<file path="config.mk">
export PLATFORM = sky130hd
export DESIGN_NAME = orsg_role_swap
export DESIGN_NICKNAME = d
export VERILOG_FILES = /design/src/orsg_pkg.sv /design/src/orsg_role_swap.sv
export VERILOG_INCLUDE_DIRS = /design/src
export SDC_FILE = /design/constraint.sdc
export NUM_CORES = 1
export LEC_CHECK = 0
export BUFFER_PORTS_ARGS = -buffer_cell sky130_fd_sc_hd__buf_2
export CAP_MARGIN = 20
export CORE_MARGIN = 8
export CORE_UTILIZATION = 40
export CTS_CLUSTER_DIAMETER = 80
export CTS_CLUSTER_SIZE = 20
export DETAILED_ROUTE_END_ITERATION = 8
export SYNTH_ARGS = -nofsm -noshare
export SYNTH_HDL_FRONTEND = slang
export SYNTH_SLANG_ARGS = --single-unit
</file>
<file path="constraint.sdc">
create_clock -name clk -period 4.1 [get_ports clk]
set_input_delay 0.41 -clock clk [delete_from_list [all_inputs] [get_ports clk]]
set_output_delay 0.41 -clock clk [all_outputs]
set_load 0.1 [all_outputs]
</file>
<file path="src/orsg_params.svh">
// Register offsets, field positions, scale code and timing counts for the role-swap block
`ifndef ORSG_PARAMS_SVH
`define ORSG_PARAMS_SVH

`define ORSG_OFF_INT_STAT    12'h000
`define ORSG_OFF_INT_EN      12'h004
`define ORSG_OFF_INT_SET     12'h00C
`define ORSG_OFF_INT_CLR     12'h008
`define ORSG_OFF_STAT_CTRL   12'h010
`define ORSG_OFF_TIMER       12'h014
`define ORSG_OFF_CLK_CTRL    12'hFF4
`define ORSG_OFF_CLK_STAT    12'hFF8
`define ORSG_OFF_CTRL_WIN    12'h100

// Interrupt bit positions
`define ORSG_INT_TMR         0
`define ORSG_INT_PUDROP      1
`define ORSG_INT_OK          2
`define ORSG_INT_FAIL        3

// Status/control bit positions
`define ORSG_SC_BTRACK       0
`define ORSG_SC_ATRACK       1
`define ORSG_SC_SCALE_LO     2
`define ORSG_SC_MODE         4
`define ORSG_SC_RUN          5
`define ORSG_SC_APLUG        6
`define ORSG_SC_CNT_LO       16

`define ORSG_SCALE_1MS       2'h2
`define ORSG_TICK_1US_NS     1000
`define ORSG_CLK_NS          8
`define ORSG_US_CYCLES       (`ORSG_TICK_1US_NS / `ORSG_CLK_NS)

`endif

</file>
<file path="src/orsg_pkg.sv">
// Types for the role-swap assist and clock gate block
package orsg_pkg;
    typedef enum logic [3:0] {
        TR_IDLE = 4'b0001,
        TR_WAIT = 4'b0010,
        TR_SWAP = 4'b0100,
        TR_DONE = 4'b1000
    } orsg_track_t;

    typedef struct packed {
        logic [3:0]  intStat;
        logic [3:0]  intEn;
        logic        bTrack;
        logic        aTrack;
        logic [1:0]  tmrScale;
        logic        tmrMode;
        logic        tmrRun;
        logic        aPlugLatched;
        logic [15:0] tmrLoad;
        logic [15:0] tmrCount;
        logic [6:0]  usDiv;
        logic [13:0] tickDiv;
        logic [13:0] tickTop;
        logic [3:0]  clkEn;
        logic [3:0]  clkOn;
        orsg_track_t trk;
        logic        pullupDrop;
        logic        hostRole;
        logic        irq;
        logic        pready;
        logic        pslverr;
        logic [31:0] prdata;
    } orsg_state_t;
endpackage

</file>
<file path="src/orsg_role_swap.sv">
// Role-swap tracking, negotiation timer, clock gates and APB register file
//Function
//- Default role follows plug: mini-A gives host, mini-B gives peripheral.
//- Setting B-side tracking bit enables hardware B-device peripheral-to-host assist.
//- B-side hardware handles only b_peripheral, b_wait_acon and b_host transitions.
//- Setting A-side tracking bit assists A-device host-to-peripheral switch.
//- Tracking events post sticky status bits, each maskable onto the interrupt.
//- Each controller clock is gated; enable turns it on and shows clock-on.
//- A clock stays on until software clears its enable bit.
//- Access to a controller with clock stopped ends in an error response.
//- Clearing timer run stops timer and zeroes count; flag cleared separately.
//- Timer scale code 10 gives a 1 ms tick; mode 0 is single-shot.
//
// The APB slave port and the address map were chosen for this implementation.
`timescale 1ns/1ns
`include "orsg_params.svh"
module orsg_role_swap #(
    parameter int NCLK = 4
) (
    // Clock and reset
    input  wire logic              clk,
    input  wire logic              sys_rst,
    // APB slave
    input  wire logic              psel,
    input  wire logic              penable,
    input  wire logic              pwrite,
    input  wire logic [11:0]       paddr,
    input  wire logic [31:0]       pwdata,
    output logic                   pready,
    output logic                   pslverr,
    output logic [31:0]            prdata,
    // Plug and bus events
    input  wire logic              miniAPlug,
    input  wire logic              busSuspend,
    input  wire logic              peerConnect,
    input  wire logic              peerDisconnect,
    // Role and gated clocks
    output logic                   hostRole,
    output logic                   pullupDropRequest,
    output logic [NCLK-1:0]        clockGateEnable,
    output logic                   irq
);
    import orsg_pkg::*;

    orsg_state_t s_r;
    orsg_state_t s_nxt;

    function automatic logic [1:0] ctrlOfAddr(input logic [11:0] a);
        ctrlOfAddr = a[9:8];
    endfunction

    ////////////////////////////////////////////////////////////////////////////////
    logic        access;
    logic        setup;
    logic        ctrlHit;
    logic        tick;
    logic        expire;
    logic        usTick;
    logic [3:0]  ev;
    logic [31:0] scRead;

    always_comb begin
        s_nxt = s_r;
        ev = 4'h0;
        setup = psel && !penable;
        access = psel && penable && s_r.pready;
        ctrlHit = paddr >= `ORSG_OFF_CTRL_WIN && paddr < `ORSG_OFF_CLK_CTRL;
        scRead = 32'h0;
        scRead[`ORSG_SC_BTRACK] = s_r.bTrack;
        scRead[`ORSG_SC_ATRACK] = s_r.aTrack;
        scRead[`ORSG_SC_SCALE_LO +: 2] = s_r.tmrScale;
        scRead[`ORSG_SC_MODE] = s_r.tmrMode;
        scRead[`ORSG_SC_RUN] = s_r.tmrRun;
        scRead[`ORSG_SC_APLUG] = s_r.aPlugLatched;
        scRead[`ORSG_SC_CNT_LO +: 16] = s_r.tmrCount;

        // Default role tracks the plug while both tracking bits are clear and no swap is under way
        if (s_r.trk == TR_IDLE && !s_r.bTrack && !s_r.aTrack) begin
            s_nxt.aPlugLatched = miniAPlug;
            s_nxt.hostRole = miniAPlug;
        end

        // Two-stage prescaler: clock cycles to 1 us, then 1 us steps to the tick;
        // a single divider would need a 21-bit product of scale and cycle count
        unique case (s_r.tmrScale)
            2'h0: s_nxt.tickTop = 14'h0001;
            2'h1: s_nxt.tickTop = 14'h000A;
            `ORSG_SCALE_1MS: s_nxt.tickTop = 14'h03E8;
            2'h3: s_nxt.tickTop = 14'h2710;
        endcase
        tick = 1'b0;
        expire = 1'b0;
        usTick = s_r.usDiv == 7'(`ORSG_US_CYCLES - 1);
        if (!s_r.tmrRun) begin
            s_nxt.tmrCount = 16'h0;
            s_nxt.usDiv = 7'h00;
            s_nxt.tickDiv = 14'h0000;
        end else begin
            s_nxt.usDiv = usTick ? 7'h00 : s_r.usDiv + 7'h01;
            if (usTick && s_r.tickDiv >= s_r.tickTop - 14'h0001) begin
                s_nxt.tickDiv = 14'h0000;
                tick = 1'b1;
            end else if (usTick) begin
                s_nxt.tickDiv = s_r.tickDiv + 14'h0001;
            end
            if (tick) begin
                if (s_r.tmrCount + 16'd1 >= s_r.tmrLoad) begin
                    expire = 1'b1;
                    s_nxt.tmrCount = 16'h0;
                    if (!s_r.tmrMode) begin
                        s_nxt.tmrRun = 1'b0;
                    end
                end else begin
                    s_nxt.tmrCount = s_r.tmrCount + 16'd1;
                end
            end
        end
        ev[`ORSG_INT_TMR] = expire;

        // Tracking sequences
        unique case (s_r.trk)
            TR_IDLE: begin
                if ((s_r.bTrack || s_r.aTrack) && busSuspend) begin
                    s_nxt.trk = TR_WAIT;
                    if (s_r.bTrack) begin
                        s_nxt.pullupDrop = 1'b1;
                        ev[`ORSG_INT_PUDROP] = 1'b1;
                    end
                end
            end
            TR_WAIT: begin
                if (peerConnect && s_r.bTrack) begin
                    s_nxt.trk = TR_DONE;
                    s_nxt.hostRole = 1'b1;
                    ev[`ORSG_INT_OK] = 1'b1;
                end else if (peerDisconnect && s_r.aTrack) begin
                    s_nxt.trk = TR_SWAP;
                end else if (!busSuspend || expire) begin
                    s_nxt.trk = TR_DONE;
                    s_nxt.pullupDrop = 1'b0;
                    ev[`ORSG_INT_FAIL] = 1'b1;
                end
            end
            TR_SWAP: begin
                s_nxt.trk = TR_DONE;
                s_nxt.hostRole = 1'b0;
                ev[`ORSG_INT_OK] = 1'b1;
            end
            TR_DONE: begin
                if (!s_r.bTrack && !s_r.aTrack) begin
                    s_nxt.trk = TR_IDLE;
                    s_nxt.pullupDrop = 1'b0;
                end
            end
        endcase

        // Clock gates follow enables one cycle later
        s_nxt.clkOn = s_r.clkEn;

        // APB
        s_nxt.pready = setup;
        s_nxt.pslverr = 1'b0;
        s_nxt.prdata = 32'h0;
        if (setup && ctrlHit && !s_r.clkOn[ctrlOfAddr(paddr)]) begin
            s_nxt.pslverr = 1'b1;
        end else if (setup && !pwrite) begin
            unique case (paddr)
                `ORSG_OFF_INT_STAT:  s_nxt.prdata = {28'h0, s_r.intStat};
                `ORSG_OFF_INT_EN:    s_nxt.prdata = {28'h0, s_r.intEn};
                `ORSG_OFF_STAT_CTRL: s_nxt.prdata = scRead;
                `ORSG_OFF_TIMER:     s_nxt.prdata = {16'h0, s_r.tmrLoad};
                `ORSG_OFF_CLK_CTRL:  s_nxt.prdata = 32'(s_r.clkEn);
                `ORSG_OFF_CLK_STAT:  s_nxt.prdata = 32'(s_r.clkOn);
                default:             s_nxt.prdata = 32'h0;
            endcase
        end
        if (access && pwrite && !s_r.pslverr) begin
            unique case (paddr)
                `ORSG_OFF_INT_EN:   s_nxt.intEn = pwdata[3:0];
                `ORSG_OFF_STAT_CTRL: begin
                    s_nxt.bTrack = pwdata[`ORSG_SC_BTRACK];
                    s_nxt.aTrack = pwdata[`ORSG_SC_ATRACK];
                    s_nxt.tmrScale = pwdata[`ORSG_SC_SCALE_LO +: 2];
                    s_nxt.tmrMode = pwdata[`ORSG_SC_MODE];
                    s_nxt.tmrRun = pwdata[`ORSG_SC_RUN];
                end
                `ORSG_OFF_TIMER:    s_nxt.tmrLoad = pwdata[15:0];
                `ORSG_OFF_CLK_CTRL: s_nxt.clkEn = pwdata[3:0];
                default: ;
            endcase
        end
        // Set wins over clear so no event is lost
        if (access && pwrite && paddr == `ORSG_OFF_INT_CLR) begin
            s_nxt.intStat = s_r.intStat & ~pwdata[3:0];
        end
        s_nxt.intStat = s_nxt.intStat | ev;
        s_nxt.irq = |(s_nxt.intStat & s_nxt.intEn);
    end

    always_ff @(posedge clk) begin
        if (sys_rst) begin
            s_r <= '{trk: TR_IDLE, tickTop: 14'h0001, default: '0};
        end else begin
            s_r <= s_nxt;
        end
    end

    assign pready = s_r.pready;
    assign pslverr = s_r.pslverr;
    assign prdata = s_r.prdata;
    assign hostRole = s_r.hostRole;
    assign pullupDropRequest = s_r.pullupDrop;
    assign clockGateEnable = NCLK'(s_r.clkOn);
    assign irq = s_r.irq;

    ////////////////////////////////////////////////////////////////////////////////
    property p_plug;
        @(posedge clk) disable iff (sys_rst)
        (s_r.trk == TR_IDLE && !s_r.bTrack && !s_r.aTrack) |=> hostRole == $past(miniAPlug);
    endproperty
    a_plug: assert property (p_plug) else $error("role not from plug");

    property p_bdrop;
        @(posedge clk) disable iff (sys_rst)
        (s_r.trk == TR_IDLE && s_r.bTrack && busSuspend) |=> pullupDropRequest;
    endproperty
    a_bdrop: assert property (p_bdrop) else $error("no pull-up drop");

    property p_bhost;
        @(posedge clk) disable iff (sys_rst)
        (s_r.trk == TR_WAIT && s_r.bTrack && peerConnect) |=> hostRole;
    endproperty
    a_bhost: assert property (p_bhost) else $error("b side not host");

    property p_aswap;
        @(posedge clk) disable iff (sys_rst)
        (s_r.trk == TR_SWAP) |=> !hostRole && s_r.intStat[`ORSG_INT_OK];
    endproperty
    a_aswap: assert property (p_aswap) else $error("a side swap wrong");

    property p_irq;
        @(posedge clk) disable iff (sys_rst)
        irq == (|(s_r.intStat & s_r.intEn));
    endproperty
    a_irq: assert property (p_irq) else $error("irq missing");

    property p_clkon;
        @(posedge clk) disable iff (sys_rst)
        $rose(s_r.clkEn[0]) |=> s_r.clkOn[0] ##0 clockGateEnable[0];
    endproperty
    a_clkon: assert property (p_clkon) else $error("clock-on late");

    property p_hold;
        @(posedge clk) disable iff (sys_rst)
        (s_r.clkOn[0] && s_r.clkEn[0]) |=> s_r.clkOn[0];
    endproperty
    a_hold: assert property (p_hold) else $error("clock dropped");

    property p_err;
        @(posedge clk) disable iff (sys_rst)
        (psel && !penable && ctrlHit && !s_r.clkOn[ctrlOfAddr(paddr)]) |=> pslverr && pready;
    endproperty
    a_err: assert property (p_err) else $error("no error response");

    property p_stop;
        @(posedge clk) disable iff (sys_rst)
        !s_r.tmrRun |=> s_r.tmrCount == 16'h0;
    endproperty
    a_stop: assert property (p_stop) else $error("count not zeroed");

    property p_once;
        @(posedge clk) disable iff (sys_rst)
        (s_r.trk == TR_DONE) |=> !ev[`ORSG_INT_OK] && !ev[`ORSG_INT_FAIL];
    endproperty
    a_once: assert property (p_once) else $error("extra track event");

    property p_fail;
        @(posedge clk) disable iff (sys_rst)
        (s_r.trk == TR_WAIT && !busSuspend && !peerConnect && !peerDisconnect)
            |=> s_r.intStat[`ORSG_INT_FAIL] && !pullupDropRequest;
    endproperty
    a_fail: assert property (p_fail) else $error("no failure flag");

    property p_tmrflag;
        @(posedge clk) disable iff (sys_rst)
        expire |=> s_r.intStat[`ORSG_INT_TMR];
    endproperty
    a_tmrflag: assert property (p_tmrflag) else $error("timer flag missing");
endmodule

</file>
== Word level (Yosys, flattened, before mapping) ==
Cells that the tools add are included.
Storage, ports and cells
  latch bits: 0
  memory bits (read-only): 0
  output and inout port bits: 41
  memories kept: 0
  logic and storage cells: 138
  flip-flop bits (word level): 131
  memory bits (writable): 0
  input port bits: 53
Cells by class
  shifts and indexed selects: 0
  muxes and demuxes: 41
  divide/modulo/power cells: 0
  $mul: 0
  reductions and logical operators: 39
  bitwise logic cells: 6
  equality and inequality tests: 21
  order comparisons: 5
  add/subtract/negate cells: 4
Operator list (count)
  32-bit case mux with 6 select lines: 1
  14-bit case mux with 4 select lines: 1
  12-bit == test (second input constant): 2
  12-bit by 5-bit == test with 1-bit output (second input constant): 2
  1-bit two-way mux: 24
  1-bit logical AND: 17
  16-bit by 1-bit adder with 16-bit output (second input constant): 1
  16-bit greater-or-equal comparator: 1
  16-bit two-way mux: 1
  4-bit two-way mux: 4
  4-bit case mux with 4 select lines: 1
  5-bit two-way mux: 3
  14-bit by 1-bit adder with 14-bit output (second input constant): 1
  14-bit greater-or-equal comparator: 1
  14-bit by 1-bit subtractor with 14-bit output (second input constant): 1
  12-bit by 3-bit == test with 1-bit output (second input constant): 1
  12-bit by 4-bit == test with 1-bit output (second input constant): 1
  12-bit by 9-bit greater-or-equal comparator with 1-bit output (second input constant): 1
  12-bit zero test: 1
  12-bit less-than comparator (second input constant): 1
  10-bit two-way mux: 1
  2-bit != test (second input constant): 5
  3-bit OR reduction: 3
  4-bit bitwise AND: 2
  other kinds (27): 39

== Logic depth before layout (Yosys ltp) ==
  depth after elaboration: 15
  gate-level depth with buffers: 14

== Worst setup path before layout ==
No wires, ideal clock.
  path kind: reg2reg
  start point: reg s_r[84] (netlist name)
  end point: reg s_r (netlist bit pullupDropRequest)
  path buffers: 0
  stages on the path, launching flop included: 13
  data arrival time: 2.950 ns
  path slack: 1.018 ns
  setup time: 0.132 ns
  data required time: 3.968 ns
  path through: dfxtp_1 > nand3_1 > nor2_1 > and3_1 > nand3_1 > xnor2_1 > ha_1 > and4_1 > nand2_1 > o311ai_1 > and4b_1 > nand4b_1 > a21oi_1
Between the ends
  cells in the longest elaborated chain, start to end: 8
RTL lines
  start, declared: RTL line orsg_role_swap.sv:45  | orsg_state_t s_r;
  start signal, assigned: RTL line orsg_role_swap.sv:204  | s_r <= s_nxt;
  16-bit by 1-bit adder with 16-bit output: RTL line orsg_role_swap.sv:107  | if (s_r.tmrCount + 16'd1 >= s_r.tmrLoad) begin
  16-bit greater-or-equal comparator: RTL line orsg_role_swap.sv:107
  1-bit two-way mux: RTL line orsg_role_swap.sv:107
  1-bit two-way mux: RTL line orsg_role_swap.sv:106  | if (tick) begin
  1-bit two-way mux: RTL line orsg_role_swap.sv:94  | if (!s_r.tmrRun) begin
  1-bit logical OR: RTL line orsg_role_swap.sv:138  | end else if (!busSuspend || expire) begin
  2-bit != test (no source line)
  7-bit AND reduction (no source line)
Every way passes these cells.
A chain may end at the register's enable or synchronous reset.

== Worst setup path in the final report ==
  start point: reg s_r[49] (netlist name)
  end point: reg s_r[64] (netlist name)
Between the ends
  cells in the longest elaborated chain, start to end: 4
RTL lines
  14-bit by 1-bit subtractor with 14-bit output: RTL line orsg_role_swap.sv:100  | if (usTick && s_r.tickDiv >= s_r.tickTop - 14'h0001) begin
  14-bit greater-or-equal comparator: RTL line orsg_role_swap.sv:100
  1-bit logical AND: RTL line orsg_role_swap.sv:100
  3-bit OR reduction (no source line)
Every way passes these cells.

==> summary.txt <==
Finish
  • Area delta synth->final: 14.9%
  • Layout cells sized above 1: 17.4%
  • Fillers: 1,456
  • Area of the multi-input gates: 3140 um^2
  • Diode count: 0
  • Nets: 837
  • Reg area: 2460 um^2

Logic synthesis
  • Synth area leader: dfxtp_1
  • Top cells by count, synth: dfxtp_1 (123), nor2_1 (71), nand2_1 (67)
  • EDFF count, synth: 0
  • Syn Inst Count: 697
  • FFs w/ async S/R, synth: 0%
  • Most frequent cell after synthesis: dfxtp_1
  • Main synth FF type: dfxtp_1
  • Post-synth cell types: 57
  • Number of synthesized register bits: 123
  • Post-synthesis average cell area: 8.72 um^2
  • Mapped Nets: 790
  • Area contributors post-synth: dfxtp_1 (41%), ha_1 (8.2%), buf_4 (4.7%)
  • Post-Synthesis Cell Area: 6080 um^2
  • Synth warn: 0
  • Register area share after synthesis: 40.5%
  • Yosys top cell area share: 40.5%

Timing
  • Slew HR: 37.6%
  • Final setup vio count: 0
  • Unrepaired setup endpoints after global routing: false
  • Min Tclk post-route: 3.42 ns
  • Max Fclk: 292 MHz
  • Period utilization: 83.5%
  • Max Slew Vio Count: 0
  • Worst clock skew: 0.00573 ns
  • Setup TNS: 0 ns
  • Count of final hold-check violations: 0
  • Slew @ Worst Pin: 0.923 ns

Critical path
  • Crit-path max FO: 14
  • CP Launch Type: flip-flop
  • Critical setup path kind: flip-flop to flip-flop
  • Data arrival, critical path: 3.77 ns
  • R2R cell count: 13
  • Critical Path Source: s_r[49]$_SDFF_PP1_
  • Launch point of the worst reg-to-reg path: s_r[49]$_SDFF_PP1_
  • Worst R2R Setup Slack: 0.68 ns
  • Critical Path Sink Type: flip-flop
  • Reg-to-reg endpoint: s_r[64]$_SDFFE_PP0P_
  • Worst EP required: 4.44 ns

Clock tree
  • CTS tree: yes
  • # resized after CTS: 0
  • Root buffer cell: clkbuf_16
  • H-tree depth: 4
  • Number of CTS-inserted buffers: 17
  • Worst-Skew Late Latency: 0.42 ns
  • Post-CTS Setup Inserts: 0
  • Longest Clk Path Bufs: 2
  • Cts hold-fix bufs: 0
  • CTS sink count: 123
  • Worst-path clk slew: 0.06 ns

Run status
  • Run status: complete, no violations

Die
  • Die Height: 139 um
  • # IOs: 94
  • Die X: 139 um
  • Core ar.: 15,000 um^2
  • Initial core utilization: 40.4%
  • Die footprint: 19,400 um^2
  • FP Rows: 45

GRT
  • Total GRT Usage: 15.2%
  • Met1 usage: 17.9%
  • Overflow after GRT: 0
  • GR peak layer: met2
  • Grt met2 use: 25.7%
  • First-pass GRT wire length: 24,000 um
  • Number of global-route vias before repair: 4,898
  • Met3 layer usage reported by global route: 3.56%
  • Pin count of the biggest net entering global routing: 56
  • Initial antenna violation count: 0

Drt
  • Initial DRC count: 361
  • DRC Markers: 0
  • Pre-antenna DRT Iters: 5
  • Routed WL: 14,300 um
  • Vias: 4,930
  • DR WL/cell: 15.2 um
  • Post-route ant nets: 0
  • Vias per cell: 5.22

Hold path
  • Hold Crit Endpoint: pready$_SDFF_PP0_
  • Hold Startpoint: sys_rst
  • Hold path depth: 2
  • Worst hold-check path type: primary input to flip-flop

Power and ir drop
  • Internal power: 2.19 mW
  • Peak VDD IR: 0.268 mV
  • Leak pwr: 2.76 nW
  • Clock power frac: 50.6%
  • Total power: 2.89 mW
  • P_sw: 695 uW
  • Switching power share of the total: 24.1%
  • Pwr per Cell Area: 414 nW/um^2
  • Flop pwr share: 42.9%
  • Logic pwr share: 6.4%

Place
  • Port Buffers: 77
  • Placer's final routability congestion estimate: 0.904
  • Post-DP HPWL: 10,900 um

Flow run
  • Max_cap viols: 0
## metrics by stage
stage	utilization [%]	hold slack, ns	cells	area, um^2	setup WS, ns
4_1_cts	46.4	0.174	945	6980	0.662
5_1_grt	46.4	0.190	945	6980	0.353
2_1_floorplan	-	0.436	697	6080	1.02
6_report	46.4	0.188	945	6980	0.675
3_5_place_dp	42.5	0.448	913	6390	0.696
3_3_place_gp	42.5	0.444	913	6390	0.794
## how the worst max path moves through the flow
stage,to,slack (ns),cells past startpoint
final,s_r[64]$_SDFFE_PP0P_,0.68,13
after global routing,s_r[73]$_SDFFE_PP0P_,0.35,13
after CTS,s_r[64]$_SDFFE_PP0P_,0.66,13
after detailed placement,s_r[64]$_SDFFE_PP0P_,0.70,13
after global placement,s_r[85]$_SDFFE_PP0P_,0.79,14
after floorplan,pullupDropRequest$_SDFFE_PP0P_,1.02,12
## layout by cell type (no fill, tap or decap), types with 12 or more instances in the layout
master,instances
nor2_1,71
nand2_1,67
and2_1,17
nor3_1,24
ha_1,40
clkbuf_16,17
dfxtp_1,123
xnor2_1,25
inv_1,31
o21ai_0,12
mux2i_1,12
a21oi_1,49
nand3_1,30
buf_2,77
nor2b_1,13
xor2_1,17
## state kept, by name, indices dropped and copies added (netlist names)
signal and cells:
clockGateEnable 4, hostRole 1, irq 1, prdata 32, pready 1, pslverr 1, pullupDropRequest 1, s_nxt 4
s_r 78
## layer usage
layer  part of all wire (%)  up-vias
li1                       -     2474
met1                     45     2308
met2                     48      116
met3                    4.0       32
met4                    2.5        0
met5                      0        -
## layout make-up
cell class | count | area share, %
inverters | 32 | 1.72
clock inverters | 14 | 2.11
repair buffers | 84 | 6.27
well taps | 188 | 3.37
multi-input cells | 486 | 45.0
flip-flops and latches | 123 | 35.3
clock buffers | 18 | 6.29
## power by group through the flow
stage	Sequential (mW)	Combinational, mW	Clock, mW
floorplan	1.29	0.106	0
global route	1.24	0.202	1.56
global placement	1.26	0.177	0
detailed placement	1.26	0.182	0
CTS	1.24	0.182	1.50
finish	1.24	0.186	1.46
## critical path: stages, from the launching register on
cell and delay [ns]:
dfxtp_1 0.35, inv_1 0.07, ha_1 0.27, ha_1 0.24, nand2_1 0.09, xor2_1 0.17
ha_1 0.26, nand2_1 0.06, o21ai_0 0.08, a221o_1 0.30, a31oi_1 0.52, nand2b_1 0.35
nand2_1 0.38, a21oi_1 0.22
## logic make-up (layout without fill, tap and decap cells)
logic type	Yosys count	after routing	synth area share, %
flip-flops	123	123	40.5
AND/OR/NAND/NOR	285	285	24.1
buffers and inverters	88	148	7.80
XOR/XNOR	42	42	6.05
AO/OA/AOI/OAI	106	106	10.9
multiplexers	13	13	2.35
adder cells (fa/ha/maj)	40	40	8.24
Note: power is estimated with default switching activity, not from simulation.
